## src/pkg/csr_map.vh

```
// Register indices, reset values and field positions of the core status/option block
`ifndef CSR_MAP_VH
`define CSR_MAP_VH
// ==========================================================
// Register indices (byte address is four times the index)
`define CSR_IDX_TZ_B0      9'h001
`define CSR_IDX_TZ_B2      9'h101
`define CSR_IDX_STAT_B0    9'h003
`define CSR_IDX_STAT_B1    9'h083
`define CSR_IDX_STAT_B2    9'h103
`define CSR_IDX_STAT_B3    9'h183
`define CSR_IDX_OPT_B1     9'h081
`define CSR_IDX_OPT_B3     9'h181
`define CSR_IDX_IRQC_B0    9'h00B
`define CSR_IDX_IRQC_B1    9'h08B
`define CSR_IDX_IRQC_B2    9'h10B
`define CSR_IDX_IRQC_B3    9'h18B
`define CSR_IDX_EVT_STAT   9'h1F0
`define CSR_IDX_EVT_MASK   9'h1F1
// ==========================================================
// Reset values
`define CSR_RST_STAT       8'h18
`define CSR_RST_OPT        8'hFF
`define CSR_RST_IRQC       8'h00
`define CSR_RST_TZ         8'h00
`define CSR_RST_EVT        3'h0
// ==========================================================
// Status register fields
`define CSR_ST_IND_BANK    7
`define CSR_ST_BANK_HI     6
`define CSR_ST_BANK_LO     5
`define CSR_ST_WDX         4
`define CSR_ST_SLP         3
`define CSR_ST_ZERO        2
`define CSR_ST_NIB         1
`define CSR_ST_CARRY       0
// ==========================================================
// Option register fields
`define CSR_OP_PUD         7
`define CSR_OP_EDGE        6
`define CSR_OP_TZ_SRC      5
`define CSR_OP_TZ_EDGE     4
`define CSR_OP_ASSIGN      3
`define CSR_OP_RATE_HI     2
`define CSR_OP_RATE_LO     0
// ==========================================================
// Interrupt control register fields
`define CSR_IC_GLOBAL      7
`define CSR_IC_PERIPH      6
`define CSR_IC_TZ_EN       5
`define CSR_IC_EXT_EN      4
`define CSR_IC_CHG_EN      3
`define CSR_IC_TZ_FLAG     2
`define CSR_IC_EXT_FLAG    1
`define CSR_IC_CHG_FLAG    0
// ==========================================================
// Event status / mask fields
`define CSR_EV_TZ          0
`define CSR_EV_EXT         1
`define CSR_EV_CHG         2
`define CSR_EV_W           3
`endif

```

## src/rtl/csr_sync2.v

```verilog
// Two-flop synchroniser for asynchronous pin inputs
module csr_sync2 #(
  parameter W = 1
) (
  input  wire         pclk,
  input  wire         presetn,
  input  wire [W-1:0] d,
  output wire [W-1:0] q
);

  // ==========================================================
  // Synchroniser stages
  reg [W-1:0] meta_r;  // First stage, read only by second stage
  reg [W-1:0] sync_r;  // Second stage, safe to use

  // Two flops in series, no logic between
  always @(posedge pclk or negedge presetn) begin
    if (!presetn) begin
      meta_r <= {W{1'b0}};
      sync_r <= {W{1'b0}};
    end else begin
      meta_r <= d;
      sync_r <= meta_r;
    end
  end

  assign q = sync_r;

endmodule

```

## src/rtl/csr_prescaler.v

```verilog
// Shared prescaler, assignable to timer zero or the watchdog
module csr_prescaler #(
  parameter W = 8
) (
  input  wire       pclk,
  input  wire       presetn,
  input  wire       clr,
  input  wire       assign_wdt,
  input  wire [2:0] rate,
  input  wire       tmr_tick,
  input  wire       wdt_tick,
  output wire       tmr_inc,
  output wire       wdt_inc
);

  // ==========================================================
  // Divider state
  reg  [W-1:0] cnt_r;       // Prescaler count
  reg          tmr_inc_r;   // Timer increment pulse
  reg          wdt_inc_r;   // Watchdog increment pulse
  wire         src;         // Tick of the owner of the prescaler
  wire [3:0]   shift;       // Log2 of the division ratio
  wire [W-1:0] mask;        // Low bits that must wrap
  wire [W-1:0] cnt_nxt;     // Count after this tick
  wire         hit;         // Division ratio reached

  // Only one owner at a time
  assign src     = assign_wdt ? wdt_tick : tmr_tick;
  // Timer 1:2..1:256, watchdog 1:1..1:128
  assign shift   = assign_wdt ? {1'b0, rate} : ({1'b0, rate} + 4'h1);
  assign mask    = ({{(W-1){1'b0}}, 1'b1} << shift) - {{(W-1){1'b0}}, 1'b1};
  assign cnt_nxt = cnt_r + {{(W-1){1'b0}}, 1'b1};
  assign hit     = src & ((cnt_nxt & mask) == {W{1'b0}});

  // Count, and route the divided tick to its owner
  always @(posedge pclk or negedge presetn) begin
    if (!presetn) begin
      cnt_r     <= {W{1'b0}};
      tmr_inc_r <= 1'b0;
      wdt_inc_r <= 1'b0;
    end else begin
      if (clr) begin
        cnt_r <= {W{1'b0}};
      end else if (src) begin
        cnt_r <= cnt_nxt;
      end
      // Unowned side runs undivided
      tmr_inc_r <= assign_wdt ? tmr_tick : hit;
      wdt_inc_r <= assign_wdt ? hit : wdt_tick;
    end
  end

  assign tmr_inc = tmr_inc_r;
  assign wdt_inc = wdt_inc_r;

endmodule

```

## src/rtl/csr_core_regs.v

```verilog
// Core status, option and interrupt control registers behind APB
`include "csr_map.vh"
module csr_core_regs (
  input  wire        pclk,
  input  wire        presetn,
  input  wire        psel,
  input  wire        penable,
  input  wire        pwrite,
  input  wire [10:0] paddr,
  input  wire [31:0] pwdata,
  output wire [31:0] prdata,
  output wire        pready,
  output wire        pslverr,
  input  wire        instr_tick,
  input  wire        wdt_base_tick,
  input  wire        t0_pin,
  input  wire        ext_irq_pin,
  input  wire [3:0]  port_b_pins,
  input  wire        periph_irq_req,
  input  wire        alu_valid,
  input  wire        alu_sub,
  input  wire        alu_dest_status,
  input  wire [7:0]  alu_a,
  input  wire [7:0]  alu_b,
  input  wire        wdt_timeout_evt,
  input  wire        sleep_evt,
  input  wire        clrwdt_evt,
  output wire [7:0]  alu_result,
  output wire        indirect_bank_select,
  output wire        direct_bank_select_high,
  output wire        direct_bank_select_low,
  output wire        port_b_pullup_disable,
  output wire        wdt_inc,
  output wire        core_irq,
  output wire        apb_irq
);

  // ==========================================================
  // Registers and bus state
  reg  [7:0]  stat_r;      // Arithmetic status and bank select
  reg  [7:0]  opt_r;       // Timer/prescale options
  reg  [7:0]  irqc_r;      // Interrupt control register
  reg  [7:0]  tz_r;        // Timer zero count
  reg  [2:0]  evt_r;       // Sticky bus-side events
  reg  [2:0]  mask_r;      // Event mask
  reg  [7:0]  res_r;       // Latched adder result
  reg  [31:0] prdata_r;    // Read data
  reg         pready_r;    // Access-phase completion
  reg         pslverr_r;   // Unmapped address answer
  reg         core_irq_r;  // Interrupt request to core
  reg         apb_irq_r;   // Interrupt to system
  reg  [5:0]  pin_prev_r;  // Previous synced pin levels
  // Next values, built by the combinational processes below
  reg  [7:0]  stat_nxt;
  reg  [7:0]  irqc_nxt;
  reg  [7:0]  tz_nxt;
  reg  [2:0]  evt_nxt;
  reg  [31:0] rd_nxt;
  reg         err_nxt;

  // ==========================================================
  // Bus decode
  wire [8:0] idx    = paddr[10:2];              // Register index
  wire       access = psel & penable & pready_r; // Completion edge
  wire       wr     = access & pwrite;
  wire       sel_stat = (idx == `CSR_IDX_STAT_B0) | (idx == `CSR_IDX_STAT_B1) |
                        (idx == `CSR_IDX_STAT_B2) | (idx == `CSR_IDX_STAT_B3);
  wire       sel_opt  = (idx == `CSR_IDX_OPT_B1) | (idx == `CSR_IDX_OPT_B3);
  wire       sel_irqc = (idx == `CSR_IDX_IRQC_B0) | (idx == `CSR_IDX_IRQC_B1) |
                        (idx == `CSR_IDX_IRQC_B2) | (idx == `CSR_IDX_IRQC_B3);
  wire       sel_tz   = (idx == `CSR_IDX_TZ_B0) | (idx == `CSR_IDX_TZ_B2);
  wire       sel_evt  = (idx == `CSR_IDX_EVT_STAT);
  wire       sel_mask = (idx == `CSR_IDX_EVT_MASK);

  // ==========================================================
  // Pin synchronisers and edge detection
  wire [5:0] pin_s;        // {port b[3:0], ext irq, timer pin}
  csr_sync2 #(
    .W (6)
  ) u_sync (
    .pclk    (pclk),
    .presetn (presetn),
    .d       ({port_b_pins, ext_irq_pin, t0_pin}),
    .q       (pin_s)
  );

  // Keep last synced levels for edge compare
  always @(posedge pclk or negedge presetn) begin
    if (!presetn) begin
      pin_prev_r <= 6'h00;
    end else begin
      pin_prev_r <= pin_s;
    end
  end

  // Edges stay masked until the compare flop holds a real pin sample;
  // a pin idling high would otherwise fake an edge just after reset
  reg  [1:0] warm_r;                       // Clock cycles since reset, stops at three
  wire       warm_done = (warm_r == 2'h3); // Sync stages and compare flop loaded

  // Saturating warm-up count
  always @(posedge pclk or negedge presetn) begin
    if (!presetn) begin
      warm_r <= 2'h0;
    end else if (!warm_done) begin
      warm_r <= warm_r + 2'h1;
    end
  end

  wire t0_rise  = warm_done & pin_s[0] & ~pin_prev_r[0];
  wire t0_fall  = warm_done & ~pin_s[0] & pin_prev_r[0];
  wire ext_rise = warm_done & pin_s[1] & ~pin_prev_r[1];
  wire ext_fall = warm_done & ~pin_s[1] & pin_prev_r[1];
  // Edge select 1 counts falling edges of the timer pin
  wire t0_pin_evt = opt_r[`CSR_OP_TZ_EDGE] ? t0_fall : t0_rise;
  // Edge select 1 means interrupt on rising edge
  wire ext_evt    = opt_r[`CSR_OP_EDGE] ? ext_rise : ext_fall;
  // Any change on the upper port b pins
  wire chg_evt    = warm_done & (|(pin_s[5:2] ^ pin_prev_r[5:2]));

  // ==========================================================
  // Prescaler and timer zero
  // Source 1 is the pin, 0 the instruction cycle
  wire tz_tick = opt_r[`CSR_OP_TZ_SRC] ? t0_pin_evt : instr_tick;
  wire tz_inc;             // Prescaled timer increment
  wire wdt_inc_w;          // Prescaled watchdog increment
  // Writes to options, or to the timer while it owns the prescaler, restart
  // the divider, avoiding a stale partial count after the owner or ratio changes
  wire pre_clr = wr & (sel_opt | (sel_tz & ~opt_r[`CSR_OP_ASSIGN]));

  csr_prescaler #(
    .W (8)
  ) u_pre (
    .pclk       (pclk),
    .presetn    (presetn),
    .clr        (pre_clr),
    .assign_wdt (opt_r[`CSR_OP_ASSIGN]),
    .rate       (opt_r[`CSR_OP_RATE_HI:`CSR_OP_RATE_LO]),
    .tmr_tick   (tz_tick),
    .wdt_tick   (wdt_base_tick),
    .tmr_inc    (tz_inc),
    .wdt_inc    (wdt_inc_w)
  );

  // Overflow is the increment that wraps the count back to zero
  wire tz_ovf = tz_inc & (tz_r == 8'hFF);

  // Timer count; a bus write wins over an increment
  always @* begin
    tz_nxt = tz_r;
    if (wr & sel_tz) begin
      tz_nxt = pwdata[7:0];
    end else if (tz_inc) begin
      tz_nxt = tz_r + 8'h01;
    end
  end

  // ==========================================================
  // Adder: subtraction adds the two's complement
  wire [7:0] b_eff = alu_sub ? ~alu_b : alu_b;
  wire [8:0] sum9  = {1'b0, alu_a} + {1'b0, b_eff} + {8'h00, alu_sub};
  wire [4:0] lo5   = {1'b0, alu_a[3:0]} + {1'b0, b_eff[3:0]} + {4'h0, alu_sub};
  // Zero looks only at the eight result bits, never the carry
  wire       f_z   = (sum9[7:0] == 8'h00);
  wire       f_nib = lo5[4];   // Set means no digit borrow on subtract
  wire       f_c   = sum9[8];  // Set means no borrow on subtract

  // ==========================================================
  // Status register next value
  always @* begin
    stat_nxt = stat_r;
    // Bus write: reset-cause bits are read only
    if (wr & sel_stat) begin
      stat_nxt[7:5] = pwdata[7:5];
      stat_nxt[2:0] = pwdata[2:0];
    end
    // Result of an operation aimed at status
    if (alu_valid & alu_dest_status) begin
      stat_nxt[7:5] = sum9[7:5];
    end
    // Flag results override any write to these three bits
    if (alu_valid) begin
      stat_nxt[`CSR_ST_ZERO]  = f_z;
      stat_nxt[`CSR_ST_NIB]   = f_nib;
      stat_nxt[`CSR_ST_CARRY] = f_c;
    end
    // Reset cause tracking; timeout has the last word
    if (clrwdt_evt) begin
      stat_nxt[`CSR_ST_WDX] = 1'b1;
      stat_nxt[`CSR_ST_SLP] = 1'b1;
    end else if (sleep_evt) begin
      stat_nxt[`CSR_ST_WDX] = 1'b1;
      stat_nxt[`CSR_ST_SLP] = 1'b0;
    end
    if (wdt_timeout_evt) begin
      stat_nxt[`CSR_ST_WDX] = 1'b0;
    end
  end

  // ==========================================================
  // Interrupt control next value
  always @* begin
    irqc_nxt = irqc_r;
    if (wr & sel_irqc) begin
      irqc_nxt = pwdata[7:0];
    end
    // Hardware sets win over a clearing write, no enable consulted
    if (tz_ovf) begin
      irqc_nxt[`CSR_IC_TZ_FLAG] = 1'b1;
    end
    if (ext_evt) begin
      irqc_nxt[`CSR_IC_EXT_FLAG] = 1'b1;
    end
    if (chg_evt) begin
      irqc_nxt[`CSR_IC_CHG_FLAG] = 1'b1;
    end
  end

  // Core request: flags gated by enables, then global enable
  wire core_irq_nxt = irqc_nxt[`CSR_IC_GLOBAL] & (
                      (irqc_nxt[`CSR_IC_TZ_EN]  & irqc_nxt[`CSR_IC_TZ_FLAG])  |
                      (irqc_nxt[`CSR_IC_EXT_EN] & irqc_nxt[`CSR_IC_EXT_FLAG]) |
                      (irqc_nxt[`CSR_IC_CHG_EN] & irqc_nxt[`CSR_IC_CHG_FLAG]) |
                      (irqc_nxt[`CSR_IC_PERIPH] & periph_irq_req));

  // ==========================================================
  // Bus-side sticky events, write one to clear, set wins
  always @* begin
    evt_nxt = evt_r;
    if (wr & sel_evt) begin
      evt_nxt = evt_r & ~pwdata[2:0];
    end
    evt_nxt = evt_nxt | {chg_evt, ext_evt, tz_ovf};
  end

  // ==========================================================
  // Read mux; unmapped indices answer zero with an error
  always @* begin
    rd_nxt  = 32'h0000_0000;
    err_nxt = 1'b0;
    if (sel_stat) begin
      rd_nxt[7:0] = stat_r;
    end else if (sel_opt) begin
      rd_nxt[7:0] = opt_r;
    end else if (sel_irqc) begin
      rd_nxt[7:0] = irqc_r;
    end else if (sel_tz) begin
      rd_nxt[7:0] = tz_r;
    end else if (sel_evt) begin
      rd_nxt[2:0] = evt_r;
    end else if (sel_mask) begin
      rd_nxt[2:0] = mask_r;
    end else begin
      err_nxt = 1'b1;
    end
  end

  // ==========================================================
  // Bus handshake: one wait state so read data come from a flop
  always @(posedge pclk or negedge presetn) begin
    if (!presetn) begin
      pready_r  <= 1'b0;
      prdata_r  <= 32'h0000_0000;
      pslverr_r <= 1'b0;
    end else begin
      if (psel & penable & ~pready_r) begin
        pready_r  <= 1'b1;
        prdata_r  <= pwrite ? 32'h0000_0000 : rd_nxt;
        pslverr_r <= err_nxt;
      end else begin
        // Idle, setup or completion edge: answer drops again
        pready_r  <= 1'b0;
        pslverr_r <= 1'b0;
      end
    end
  end

  // ==========================================================
  // Register state
  always @(posedge pclk or negedge presetn) begin
    if (!presetn) begin
      stat_r     <= `CSR_RST_STAT;
      opt_r      <= `CSR_RST_OPT;
      irqc_r     <= `CSR_RST_IRQC;
      tz_r       <= `CSR_RST_TZ;
      evt_r      <= `CSR_RST_EVT;
      mask_r     <= `CSR_RST_EVT;
      res_r      <= 8'h00;
      core_irq_r <= 1'b0;
      apb_irq_r  <= 1'b0;
    end else begin
      stat_r <= stat_nxt;
      // Whole byte of options is software writable
      if (wr & sel_opt) begin
        opt_r <= pwdata[7:0];
      end
      if (wr & sel_mask) begin
        mask_r <= pwdata[2:0];
      end
      if (alu_valid) begin
        res_r <= sum9[7:0];
      end
      // Flags, counts and requests follow their next values every cycle
      irqc_r     <= irqc_nxt;
      tz_r       <= tz_nxt;
      evt_r      <= evt_nxt;
      core_irq_r <= core_irq_nxt;
      apb_irq_r  <= |(evt_nxt & mask_r);
    end
  end

  // ==========================================================
  // Outputs, all from flops
  assign prdata     = prdata_r;
  assign pready     = pready_r;
  assign pslverr    = pslverr_r;
  assign alu_result = res_r;
  // Bank bits steer direct (two bits) and indirect (one bit) addressing
  assign indirect_bank_select    = stat_r[`CSR_ST_IND_BANK];
  assign direct_bank_select_high = stat_r[`CSR_ST_BANK_HI];
  assign direct_bank_select_low  = stat_r[`CSR_ST_BANK_LO];
  // Pull-up disable goes straight from the option flop to the pads
  assign port_b_pullup_disable   = opt_r[`CSR_OP_PUD];
  assign wdt_inc  = wdt_inc_w;
  assign core_irq = core_irq_r;
  assign apb_irq  = apb_irq_r;

endmodule

```

## config.mk

```make
export PLATFORM = sky130hd
export DESIGN_NAME = csr_core_regs
export DESIGN_NICKNAME = d
export VERILOG_FILES = /design/src/rtl/csr_sync2.v /design/src/rtl/csr_prescaler.v /design/src/rtl/csr_core_regs.v
export VERILOG_INCLUDE_DIRS = /design/src /design/src/pkg
export SDC_FILE = /design/constraint.sdc
export NUM_CORES = 1
export LEC_CHECK = 0
export BUFFER_PORTS_ARGS = -buffer_cell sky130_fd_sc_hd__buf_2
export CORE_MARGIN = 10
export CORE_UTILIZATION = 40
export DETAILED_ROUTE_END_ITERATION = 12
export PLACE_DENSITY = 0.74
export SLEW_MARGIN = 10
export SYNTH_ARGS = -nofsm -noshare
export SYNTH_HDL_FRONTEND = slang
export SYNTH_HIERARCHICAL = 1
export SYNTH_SLANG_ARGS = --single-unit
```

## constraint.sdc

```tcl
create_clock -name pclk -period 2.1 [get_ports pclk]
set_input_delay 0.315 -clock pclk [delete_from_list [all_inputs] [get_ports pclk]]
set_output_delay 0.315 -clock pclk [all_outputs]
set_load 0.03 [all_outputs]
```

After elaboration in Yosys (flattened, before gate mapping)
Cells that the tools add are included.
{ "totals": {"word_cells": 152, "input_bits": 79, "out_inout_bits": 49, "ff_bits": 112} }
{ "classes": {"n_bitwise": 54, "n_reduce_logical": 10, "n_eq_ne": 16, "shifts": 1, "n_addsub": 9, "n_mux": 40} }
{ "ops": {"columns": ["operator", "n"], "rows": [
  ["$mux 8", 10],
  ["$eq 9x9->1 const B", 8],
  ["$and 1x1->1", 29],
  ["$eq 9x8->1 const B", 3],
  ["$mux 3", 8],
  ["$mux 1", 18],
  ["$add 8x1->8 const B", 2],
  ["$logic_not 8->1", 2],
  ["$or 1x1->1", 12],
  ["$reduce_bool 2->1", 5],
  ["$add 8x8->9", 1],
  ["$add 9x1->9", 1],
  ["$eq 9x1->1 const B", 1],
  ["$eq 9x2->1 const B", 1],
  ["$eq 9x4->1 const B", 1],
  ["$and 8x8->8", 1],
  ["$eq 8x8->1 const B", 1],
  ["$not 8->8", 1],
  ["$shl 1x4->8 const A", 1],
  ["$sub 8x1->8 const B", 1],
  ["$and 3x3->3", 2],
  ["$not 1->1", 6],
  ["$add 4x4->5", 1],
  ["$add 5x1->5", 1],
  ["12 further kinds", 13]
]} }

Logic depth before layout (Yosys ltp)
Gate-level depths: netlist (run 1).
{ "logic_depth": {"ltp_word": 12, "depth_mapped": 11, "mapped_depth_nobuf": 10} }

Hierarchy
The synthesis (run 1) kept the hierarchy.
{ "by_module_without_submodules": {"columns": ["mod", "area_each_um2", "n_inst", "seq_area_each_um2", "cells_each"], "rows": [
  ["csr_core_regs", 3736.1, 1, 1664.1, 383],
  ["csr_prescaler", 938.4, 1, 250.2, 115],
  ["csr_sync2", 300.3, 1, 300.3, 12]
]} }

Worst setup path before layout (run 1)
No wires, ideal clock.
{ "synth_timing": {"path_type": "input port to flip-flop", "startpoint": "input port paddr[2]", "endpoint": "register core_irq_r (netlist: core_irq)", "setup_time_ps": 121, "setup_slack_ps": -257, "arrival_time_ps": 2236, "required_time_ps": 1979, "path_buffers": 1, "cell_stages": 7, "path_cell_list": "buf_6 > or4b_4 > nor3_4 > mux2_4 > a21boi_2 > a221o_2 > a22o_1"} }
{ "synth_via": {"word_cells_on_any_way": 20, "classes_between": "4 x eq/ne; 4 x mux; 12 x bitwise"} }
{ "synth_rtl": {"columns": ["element", "line_no", "source"], "rows": [
  ["start, declared", "csr_core_regs.v:9", "input wire [10:0] paddr,"],
  ["$eq 9x4->1 (no line) or $eq 9x8->1 (tied branches)", null, null],
  ["$or 1x1->1 (2 in a row)", "csr_core_regs.v:69", "wire sel_irqc = (idx == `CSR_IDX_IRQC_B0) | (idx == `CSR_IDX_IRQC_B1) |"],
  ["$or 1x1->1 *", "csr_core_regs.v:69", null],
  ["$and 1x1->1 *", "csr_core_regs.v:204", "if (wr & sel_irqc) begin"],
  ["$mux 8 *", "csr_core_regs.v:204", null],
  ["via irqc_nxt[3]", "csr_core_regs.v:55", "reg [7:0] irqc_nxt;"],
  ["$and 1x1->1 *", "csr_core_regs.v:223", "(irqc_nxt[`CSR_IC_CHG_EN] & irqc_nxt[`CSR_IC_CHG_FLAG]) |"],
  ["$or 1x1->1 * (2 in a row)", "csr_core_regs.v:221", "(irqc_nxt[`CSR_IC_TZ_EN] & irqc_nxt[`CSR_IC_TZ_FLAG]) |"],
  ["$and 1x1->1 *", "csr_core_regs.v:220", "wire core_irq_nxt = irqc_nxt[`CSR_IC_GLOBAL] & ("],
  ["via core_irq_nxt", "csr_core_regs.v:220", null],
  ["end signal, assigned", "csr_core_regs.v:307", "core_irq_r <= core_irq_nxt;"],
  ["end, declared", "csr_core_regs.v:50", "reg core_irq_r;"]
]} }
Mark *: on every way through the listed nets, which the timed path passes. The rest lies on a longest branch.
A chain may end at the register's enable or synchronous reset.

Final worst setup path (run 1)
{ "layout_timing": {"startpoint": "register opt_r[0]", "endpoint": "register u_pre.wdt_inc_r (netlist: u_pre/wdt_inc)"} }
{ "layout_via": {"elab_chain_cells": 8} }
{ "layout_lines": {"columns": ["element", "line_no", "source"], "rows": [
  ["start, declared", "csr_core_regs.v:41", "reg [7:0] opt_r;"],
  ["start signal, assigned", "csr_core_regs.v:283", "opt_r <= `CSR_RST_OPT;"],
  ["start signal, assigned", "csr_core_regs.v:295", "opt_r <= pwdata[7:0];"],
  ["$add 3x1->4", "csr_prescaler.v:30", "assign shift = assign_wdt ? {1'b0, rate} : ({1'b0, rate} + 4'h1);"],
  ["$mux 4 *", "csr_prescaler.v:30", null],
  ["$shl 1x4->8 *", "csr_prescaler.v:31", "assign mask = ({{(W-1){1'b0}}, 1'b1} << shift) - {{(W-1){1'b0}}, 1'b1};"],
  ["$sub 8x1->8 *", "csr_prescaler.v:31", null],
  ["$and 8x8->8 *", "csr_prescaler.v:33", "assign hit = src & ((cnt_nxt & mask) == {W{1'b0}});"],
  ["$logic_not 8->1 *", "csr_prescaler.v:33", null],
  ["$and 1x1->1 *", "csr_prescaler.v:33", null],
  ["$mux 1 *", "csr_prescaler.v:49", "wdt_inc_r <= assign_wdt ? hit : wdt_tick;"],
  ["end signal, assigned", "csr_prescaler.v:49", null],
  ["end, declared", "csr_prescaler.v:20", "reg wdt_inc_r;"]
]} }
Mark *: on every way between the ends. The rest lies on a longest branch, timed or not.

==> impl_metrics.prom, run 1 <==
# TYPE chip_impl_metric gauge
chip_impl_metric{name="mappedNetlistArea",unit="um2"} 4970
chip_impl_metric{name="post_synth_num_cell_types",unit=""} 64
chip_impl_metric{name="report.final.slew_viol_count",unit=""} 0
chip_impl_metric{name="clockBufferDepth",unit=""} 2
chip_impl_info{name="critPathLaunchType",value="flip-flop"} 1
chip_impl_metric{name="cts-htree-levels",unit=""} 3
chip_impl_metric{name="number_of_flops_mapped_to_enable_cells_by_yosys",unit=""} 0
chip_impl_metric{name="required",unit="ns"} 2.35
chip_impl_metric{name="start_util",unit="%"} 41.1
chip_impl_metric{name="post-route-drc-count",unit=""} 0
chip_impl_metric{name="max-cap-violations",unit=""} 0
chip_impl_metric{name="grt_pass1_wl",unit="um"} 21400
chip_impl_metric{name="critical_path_arrival",unit="ns"} 2.54
chip_impl_metric{name="nets",unit=""} 738
chip_impl_info{name="min_to",value="u_sync/meta_r[1]$_DFF_PN0_"} 1
chip_impl_metric{name="placeableCoreArea",unit="um2"} 12100
chip_impl_metric{name="die_area",unit="um2"} 17300
chip_impl_metric{name="finish.utilization",unit="%"} 52.9
chip_impl_info{name="cts_tree",value="built"} 1
chip_impl_metric{name="post_synthesis_register_bit_count",unit=""} 88
chip_impl_metric{name="maxClockFrequency",unit="MHz"} 437
chip_impl_metric{name="hold-worst-slack",unit="ns"} 0.0781
chip_impl_metric{name="path_max_fanout",unit=""} 3
chip_impl_info{name="violations",value="negative setup slack"} 1
chip_impl_info{name="timing_worst_setup_path_type",value="flip-flop to flip-flop"} 1
chip_impl_metric{name="synth_top_area_share",unit="%"} 39.2
chip_impl_metric{name="async_reset_ff_share",unit="%"} 100
chip_impl_metric{name="n_fill_cell",unit=""} 1086
chip_impl_info{name="synthTopCellsByCount",value="78 x sky130_fd_sc_hd__dfrtp_1, 46 x sky130_fd_sc_hd__nor2_1, 45 x sky130_fd_sc_hd__nand2_1"} 1
chip_impl_metric{name="first_global_vias",unit=""} 4263
chip_impl_metric{name="cellPowerDensity",unit="nW/um2"} 849
chip_impl_info{name="worst_setup_path_startpoint",value="opt_r[0]$_DFFE_PN1P_"} 1
chip_impl_metric{name="finalSetupViolations",unit=""} 2
chip_impl_metric{name="post_synth_inst_count",unit=""} 510
chip_impl_metric{name="postLayoutSetupSlackWorst",unit="ns"} -0.191
chip_impl_metric{name="grt_util_all_layers",unit="%"} 14.9
chip_impl_metric{name="grt_start_max_net_pins",unit=""} 61
chip_impl_info{name="yosys_most_used_dff",value="sky130_fd_sc_hd__dfrtp_1"} 1
chip_impl_metric{name="drtIter0Drc",unit=""} 234
chip_impl_metric{name="setup_slack_placement",unit="ns"} -0.278
chip_impl_metric{name="detail_route.wirelength",unit="um"} 13500
chip_impl_metric{name="finalWorstPathRequiredPeriod",unit="ns"} 2.29
chip_impl_metric{name="average_detailed_routed_wire_length_per_instance",unit="um"} 16.4
chip_impl_info{name="hold_path_startpoint",value="ext_irq_pin"} 1
chip_impl_info{name="critical_path.cell_chain",value="ha_4, xor2_2, nor4_2, a31oi_1, ha_2, nor2_1, and3_1, a211oi_2, a31oi_1, a311oi_1"} 1
chip_impl_metric{name="num_antenna_cells",unit=""} 0
chip_impl_metric{name="skew",unit="ns"} 0.00893
chip_impl_info{name="clockRootBuffer",value="sky130_fd_sc_hd__clkbuf_16"} 1
chip_impl_info{name="post_synth_main_area_contributors",value="sky130_fd_sc_hd__dfrtp_1 39%, sky130_fd_sc_hd__dfstp_2 5.3%, sky130_fd_sc_hd__xor2_1 4.2%"} 1
chip_impl_metric{name="drive_gt1_share",unit="%"} 34.6
chip_impl_metric{name="critical_path_depth",unit=""} 10
chip_impl_metric{name="chipWidth",unit="um"} 132
chip_impl_metric{name="placedCellCount",unit=""} 794
chip_impl_info{name="regToRegStartpoint",value="opt_r[0]$_DFFE_PN1P_"} 1
chip_impl_info{name="cpMostUsedCell",value="sky130_fd_sc_hd__a31oi_1"} 1
chip_impl_metric{name="antenna_found_initial",unit=""} 0
chip_impl_metric{name="ys.warnings.count",unit=""} 6
chip_impl_metric{name="placedInstanceArea",unit="um2"} 5900
chip_impl_metric{name="final_hold_viol_count",unit=""} 0
chip_impl_info{name="hp-class",value="primary input to flip-flop"} 1
chip_impl_metric{name="cts_made_buffers",unit=""} 9
chip_impl_metric{name="core.rowCount",unit=""} 40
chip_impl_info{name="yosysMostFrequentCell",value="sky130_fd_sc_hd__dfrtp_1"} 1
chip_impl_metric{name="seq_area_frac_synth",unit="%"} 44.5
chip_impl_metric{name="gp_congestion",unit=""} 0.880
chip_impl_info{name="critical_path.top_delay_family",value="compound AO/OA/AOI/OAI gates"} 1
chip_impl_metric{name="ant_nets",unit=""} 0
chip_impl_metric{name="vdd.ir_drop.worst",unit="mV"} 0.693
chip_impl_metric{name="critical_path_buf_inv_count",unit=""} 0
chip_impl_metric{name="final_cell_count_no_fill",unit=""} 819
chip_impl_metric{name="final_min_period_over_clock_period",unit="%"} 109
chip_impl_info{name="worst_path_max_delay_cell",value="sky130_fd_sc_hd__dfstp_2"} 1
chip_impl_metric{name="timing.hold.worst_path_depth",unit=""} 1
chip_impl_metric{name="floorplan.io_pins",unit=""} 128
chip_impl_metric{name="clock-sinks",unit=""} 88
chip_impl_metric{name="numPortBuffers",unit=""} 77
chip_impl_metric{name="ff2ff_setup_slack",unit="ns"} -0.19
chip_impl_metric{name="clkLatencyLatePin",unit="ns"} 0.34
chip_impl_metric{name="worst-r2r-cell-count",unit=""} 10
chip_impl_info{name="rsz0062_at_grt",value="true"} 1
chip_impl_metric{name="dpl.hpwl",unit="um"} 10300
chip_impl_metric{name="clk_transition_reported_paths",unit="ns"} 0.07
chip_impl_metric{name="mean_instance_size_in_the_synthesized_netlist",unit="um2"} 9.75
chip_impl_metric{name="p_leak",unit="nW"} 2.96
chip_impl_metric{name="stage_delay_of_the_slowest_cell_on_the_critical_path",unit="ns"} 0.57
chip_impl_info{name="synth_largest_area_cell",value="sky130_fd_sc_hd__dfrtp_1"} 1
chip_impl_metric{name="area_delta_synth_final",unit="%"} 28.7
chip_impl_metric{name="vias_per_cell",unit=""} 5.11
chip_impl_metric{name="detail_route.first_pass.iterations",unit=""} 7
chip_impl_info{name="type_of_element_capturing_the_critical_path",value="flip-flop"} 1
chip_impl_metric{name="globalRoute.totalOverflow",unit=""} 0
chip_impl_metric{name="dr_total_vias",unit=""} 4189
chip_impl_info{name="status",value="complete, but fails checks"} 1
chip_impl_metric{name="post-route-cell-area",unit="um2"} 6400
chip_impl_metric{name="fp.dieH",unit="um"} 132
chip_impl_info{name="r2r-end",value="u_pre/wdt_inc$_DFF_PN0_"} 1
==> cells by family after synthesis <==
logic type	Yosys count	synth area share [%]
AND/OR/NAND/NOR	150	14.8
XOR/XNOR	39	6.87
buffers and inverters	69	7.49
other	1	0.0754
adder cells (fa/ha/maj)	13	3.42
multiplexers	36	7.87
AO/OA/AOI/OAI	114	15.0
flip-flops	88	44.5
==> power breakdown <==
part	switching [mW]	total [mW]	internal [mW]
logic	0.769	1.32	0.548
clock network	0.701	1.88	1.18
registers	0.291	2.25	1.96
total	1.76	5.44	3.68
==> layout make-up <==
type	instances	area, um2	share of cell area (%)
tap	168	210	3.28
clock inverter	7	124	1.93
clock buffer	9	225	3.52
sequential	88	2210	34.6
timing repair buffer	148	972	15.2
inverter	23	86.3	1.35
multi-input combinational	376	2570	40.2
==> per-layer routing <==
metal | GRT usage (%) | part of all wire (%) | vias to the layer above
met1 | 17.2 | 42 | 2039
met4 | 5.07 | 2.4 | 0
li1 | - | - | 2020
met3 | 3.09 | 4.7 | 25
met2 | 26.7 | 51 | 105
met5 | 0 | 0 | -
==> how the worst max path moves through the flow <==
stage	endpoint	slack (ns)
finish	u_pre/wdt_inc$_DFF_PN0_	-0.19
global route	u_pre/wdt_inc$_DFF_PN0_	-0.39
CTS	u_pre/tmr_inc$_DFF_PN0_	-0.07
detailed placement	core_irq$_DFF_PN0_	-0.28
global placement	core_irq$_DFF_PN0_	-0.24
floorplan	core_irq$_DFF_PN0_	-0.20
==> flip-flops by register name (all words and copies together) (netlist names), 8 cells and up <==
| register | cells |
|---|---|
| alu_result | 8 |
| irqc_r | 8 |
| opt_r | 8 |
| prdata | 8 |
| stat_r | 8 |
| tz_r | 8 |
| u_pre/cnt_r | 8 |
==> cell usage in the layout, fill, tap and decap left out, types with 6 or more instances in the layout <==
master and count:
sky130_fd_sc_hd__xor2_1 23, sky130_fd_sc_hd__xnor2_1 15, sky130_fd_sc_hd__buf_2 76, sky130_fd_sc_hd__nor3_1 13
sky130_fd_sc_hd__nand3_1 11, sky130_fd_sc_hd__a21oi_1 29, sky130_fd_sc_hd__dfstp_2 10, sky130_fd_sc_hd__o21ai_0 30
sky130_fd_sc_hd__mux2_2 18, sky130_fd_sc_hd__conb_1 24, sky130_fd_sc_hd__a22o_1 6, sky130_fd_sc_hd__inv_1 22
sky130_fd_sc_hd__o22ai_1 6, sky130_fd_sc_hd__nor2_1 46, sky130_fd_sc_hd__ha_1 10, sky130_fd_sc_hd__mux2i_1 16
sky130_fd_sc_hd__clkbuf_16 9, sky130_fd_sc_hd__buf_4 65, sky130_fd_sc_hd__dfrtp_1 78, sky130_fd_sc_hd__nand2_1 45
==> worst reg2reg max path, stage by stage, from the launching register on <==
cell and delay (ns):
sky130_fd_sc_hd__dfstp_2 0.57, sky130_fd_sc_hd__ha_4 0.16, sky130_fd_sc_hd__xor2_2 0.20, sky130_fd_sc_hd__nor4_2 0.05
sky130_fd_sc_hd__a31oi_1 0.17, sky130_fd_sc_hd__ha_2 0.22, sky130_fd_sc_hd__nor2_1 0.04, sky130_fd_sc_hd__and3_1 0.17
sky130_fd_sc_hd__a211oi_2 0.24, sky130_fd_sc_hd__a31oi_1 0.12, sky130_fd_sc_hd__a311oi_1 0.25
==> stage by stage <==
| stage | total power [mW] | TNS (ns) |
|---|---|---|
| 2_1_floorplan | 3.13 | -0.267 |
| 3_3_place_gp | 3.50 | -1.07 |
| 3_5_place_dp | 3.56 | -1.52 |
| 4_1_cts | 5.46 | -0.146 |
| 5_1_grt | 5.73 | -0.751 |
| 6_report | 5.44 | -0.369 |
==> repair_timing <==
| item | CTS | global route |
|---|---|---|
| gates cloned | 0 | 0 |
| setup endpoints to repair | 3 | 5 |
| gates resized for setup | 5 | 10 |
| endpoints found under the hold margin | 24 | 0 |
| hold buffers | 1 | 0 |
| pin swaps | 2 | 9 |
| buffers inserted | 1 | 7 |
Note: power is estimated with default switching activity, not from simulation.
==> inputs of run 2 (changes only) <==
--- a/config.mk
+++ b/config.mk
@@ -6,11 +6,11 @@
 export SDC_FILE = /design/constraint.sdc
 export NUM_CORES = 1
 export LEC_CHECK = 0
-export BUFFER_PORTS_ARGS = -buffer_cell sky130_fd_sc_hd__buf_2
 export CORE_MARGIN = 10
 export CORE_UTILIZATION = 40
 export DETAILED_ROUTE_END_ITERATION = 12
-export PLACE_DENSITY = 0.74
+export DONT_BUFFER_PORTS = 1
+export PLACE_DENSITY = 0.64
 export SLEW_MARGIN = 10
 export SYNTH_ARGS = -nofsm -noshare
 export SYNTH_HDL_FRONTEND = slang
==> run 2 against run 1 <==
  * The flow finishes with violations (negative hold slack, negative setup slack)
  * Die area unchanged
  * Critical path depth is the same
  * Register-to-register slack better by 0.04 ns
  * Clock power decreased by 13%
  * Via count shrank 12%
  * Clock skew is 0.0015 ns higher
==> impl_metrics.prom, run 2 (synthesized netlist as in run 1, its figures left out) <==
# TYPE chip_impl_metric gauge
chip_impl_metric{name="cellPowerDensity",unit="nW/um2"} 869
chip_impl_metric{name="cts_made_buffers",unit=""} 9
chip_impl_metric{name="numPortBuffers",unit=""} 0
chip_impl_info{name="timing_worst_setup_path_type",value="flip-flop to flip-flop"} 1
chip_impl_metric{name="vias_per_cell",unit=""} 5.18
chip_impl_info{name="cts_tree",value="built"} 1
chip_impl_info{name="violations",value="negative hold slack, negative setup slack"} 1
chip_impl_metric{name="postLayoutSetupSlackWorst",unit="ns"} -0.154
chip_impl_metric{name="placeableCoreArea",unit="um2"} 12100
chip_impl_metric{name="dpl.hpwl",unit="um"} 9590
chip_impl_metric{name="finish.utilization",unit="%"} 47.0
chip_impl_metric{name="finalSetupTns",unit="ns"} -0.268
chip_impl_metric{name="ant_nets",unit=""} 0
chip_impl_metric{name="clock-sinks",unit=""} 88
chip_impl_info{name="most_common_library_cell_in_the_layout_ignoring_fill_and_taps",value="sky130_fd_sc_hd__dfrtp_1"} 1
chip_impl_metric{name="die_area",unit="um2"} 17300
chip_impl_metric{name="chipWidth",unit="um"} 132
chip_impl_metric{name="finalWorstPathRequiredPeriod",unit="ns"} 2.25
chip_impl_metric{name="cts-htree-levels",unit=""} 3
chip_impl_metric{name="first_global_vias",unit=""} 3799
chip_impl_metric{name="globalRoute.totalOverflow",unit=""} 0
chip_impl_metric{name="drive_gt1_share",unit="%"} 20.1
chip_impl_info{name="type_of_element_capturing_the_critical_path",value="flip-flop"} 1
chip_impl_metric{name="max-cap-violations",unit=""} 0
chip_impl_metric{name="grt_util_all_layers",unit="%"} 14.3
chip_impl_info{name="mostFrequentLayoutCells",value="78 x sky130_fd_sc_hd__dfrtp_1, 46 x sky130_fd_sc_hd__nor2_1, 45 x sky130_fd_sc_hd__nand2_1"} 1
chip_impl_metric{name="hold-worst-slack",unit="ns"} -0.341
chip_impl_info{name="clockRootBuffer",value="sky130_fd_sc_hd__clkbuf_16"} 1
chip_impl_metric{name="floorplan.io_pins",unit=""} 128
chip_impl_metric{name="grt_pass1_wl",unit="um"} 20000
chip_impl_metric{name="antenna_found_initial",unit=""} 0
chip_impl_metric{name="finalSetupViolations",unit=""} 2
chip_impl_metric{name="holdBufCountCts",unit=""} 7
chip_impl_metric{name="required",unit="ns"} 2.35
chip_impl_metric{name="critical_path_arrival",unit="ns"} 2.50
chip_impl_metric{name="gp_congestion",unit=""} 0.887
chip_impl_metric{name="skew",unit="ns"} 0.0104
chip_impl_metric{name="final_hold_viol_count",unit=""} 88
chip_impl_metric{name="report.final.slew_viol_count",unit=""} 0
chip_impl_metric{name="area_delta_synth_final",unit="%"} 14.4
chip_impl_metric{name="drtIter0Drc",unit=""} 239
chip_impl_info{name="status",value="complete, but fails checks"} 1
chip_impl_metric{name="p_leak",unit="nW"} 2.44
chip_impl_metric{name="core.rowCount",unit=""} 40
chip_impl_metric{name="maxClockFrequency",unit="MHz"} 444
chip_impl_metric{name="start_util",unit="%"} 41.1
chip_impl_metric{name="final_min_period_over_clock_period",unit="%"} 107
chip_impl_metric{name="clk_transition_reported_paths",unit="ns"} 0.07
chip_impl_metric{name="clockBufferDepth",unit=""} 2
chip_impl_info{name="rsz0062_at_grt",value="true"} 1
chip_impl_metric{name="vdd.ir_drop.worst",unit="mV"} 0.663
chip_impl_metric{name="path_max_fanout",unit=""} 4
chip_impl_metric{name="detail_route.wirelength",unit="um"} 12400
chip_impl_metric{name="clkLatencyLatePin",unit="ns"} 0.35
chip_impl_metric{name="dr_total_vias",unit=""} 3703
chip_impl_info{name="hp-class",value="primary input to asynchronous set/reset pin"} 1
chip_impl_info{name="critPathLaunchType",value="flip-flop"} 1
chip_impl_metric{name="detail_route.first_pass.iterations",unit=""} 4
chip_impl_metric{name="num_antenna_cells",unit=""} 0
chip_impl_metric{name="grt_start_max_net_pins",unit=""} 89
chip_impl_metric{name="average_detailed_routed_wire_length_per_instance",unit="um"} 17.3
chip_impl_metric{name="post-route-drc-count",unit=""} 0
chip_impl_metric{name="nets",unit=""} 634
chip_impl_metric{name="fp.dieH",unit="um"} 132
-- run 2: changes by cell type in the layout (fill, tap and decap cells not counted), sizes merged --
cell | previous run | this run
clkinv | 0 | 2
clkinvlp | 1 | 2
bufinv | 3 | 1
buf | 147 | 37
inv | 26 | 25
dlygate4sd3 | 1 | 7
-- run 2: worst max-delay path, cell delays in order (launching register included) --
cell and delay [ns]:
sky130_fd_sc_hd__dfstp_2 0.55, sky130_fd_sc_hd__buf_4 0.13, sky130_fd_sc_hd__nand3b_1 0.09, sky130_fd_sc_hd__o21ai_0 0.09, sky130_fd_sc_hd__a32oi_1 0.23, sky130_fd_sc_hd__ha_2 0.25, sky130_fd_sc_hd__nor2_1 0.04, sky130_fd_sc_hd__and3_1 0.17
sky130_fd_sc_hd__a211oi_2 0.23, sky130_fd_sc_hd__a31oi_1 0.13, sky130_fd_sc_hd__a311oi_2 0.24
-- run 2: final timing paths --
kind / startpoint / end / slack, ns / cells past startpoint
setup / recovery: opt_r[1]$_DFFE_PN1P_ / u_pre/wdt_inc$_DFF_PN0_ / -0.15 / 10
hold / removal: presetn / u_sync/q[5]$_DFF_PN0_ / -0.34 / 0
setup reg to reg: opt_r[1]$_DFFE_PN1P_ / u_pre/wdt_inc$_DFF_PN0_ / -0.15 / 10
hold reg to reg: u_sync/meta_r[1]$_DFF_PN0_ / u_sync/q[1]$_DFF_PN0_ / 0.35 / 0
max in group asynchronous: presetn / stat_r[3]$_DFFE_PN1P_ / 2.19 / 0
min in group pclk: alu_valid / alu_result[0]$_DFFE_PN0P_ / 0.05 / 1
-- run 2: cell type report --
type	instances	area [um2]
clock buffer	9	225
fill	1173	6420
inverter	23	86.3
multi-input combinational	376	2520
sequential	88	2210
tap	168	210
timing repair buffer	44	352
clock inverter	7	78.8
-- run 2: timing repair --
| action | in CTS | in global routing |
|---|---|---|
| endpoints found under the setup margin | 2 | 3 |
| resized for setup | 3 | 2 |
| hold endpoints to repair | 95 | 88 |
| setup buffers | 0 | 1 |
| pin swaps | 4 | 4 |
-- run 2: power by group --
group | switching [mW] | total [mW] | internal [mW]
registers | 0.438 | 2.39 | 1.95
logic | 0.486 | 0.919 | 0.433
clock network | 0.699 | 1.63 | 0.934
total | 1.62 | 4.94 | 3.32
-- run 2: routing by layer --
layer / vias up / track usage (%) / share of wire (%)
met3: 10 / 5.45 / 8.1
li1: 1804 / - / -
met2: 95 / 23.0 / 48
met5: - / 0 / 0
met4: 0 / 4.57 / 1.2
met1: 1794 / 17.1 / 42
-- run 2: per-stage QoR --
| stage | area [um2] | cells | setup slack [ns] | power, mW |
|---|---|---|---|---|
| floorplan | 5100 | 533 | -0.197 | 3.13 |
| global placement | 5290 | 692 | -0.227 | 3.29 |
| detailed placement | 5290 | 692 | -0.260 | 3.33 |
| CTS | 5670 | 714 | -0.180 | 5.01 |
| global route | 5690 | 715 | -0.282 | 5.22 |
| finish | 5690 | 715 | -0.154 | 4.94 |
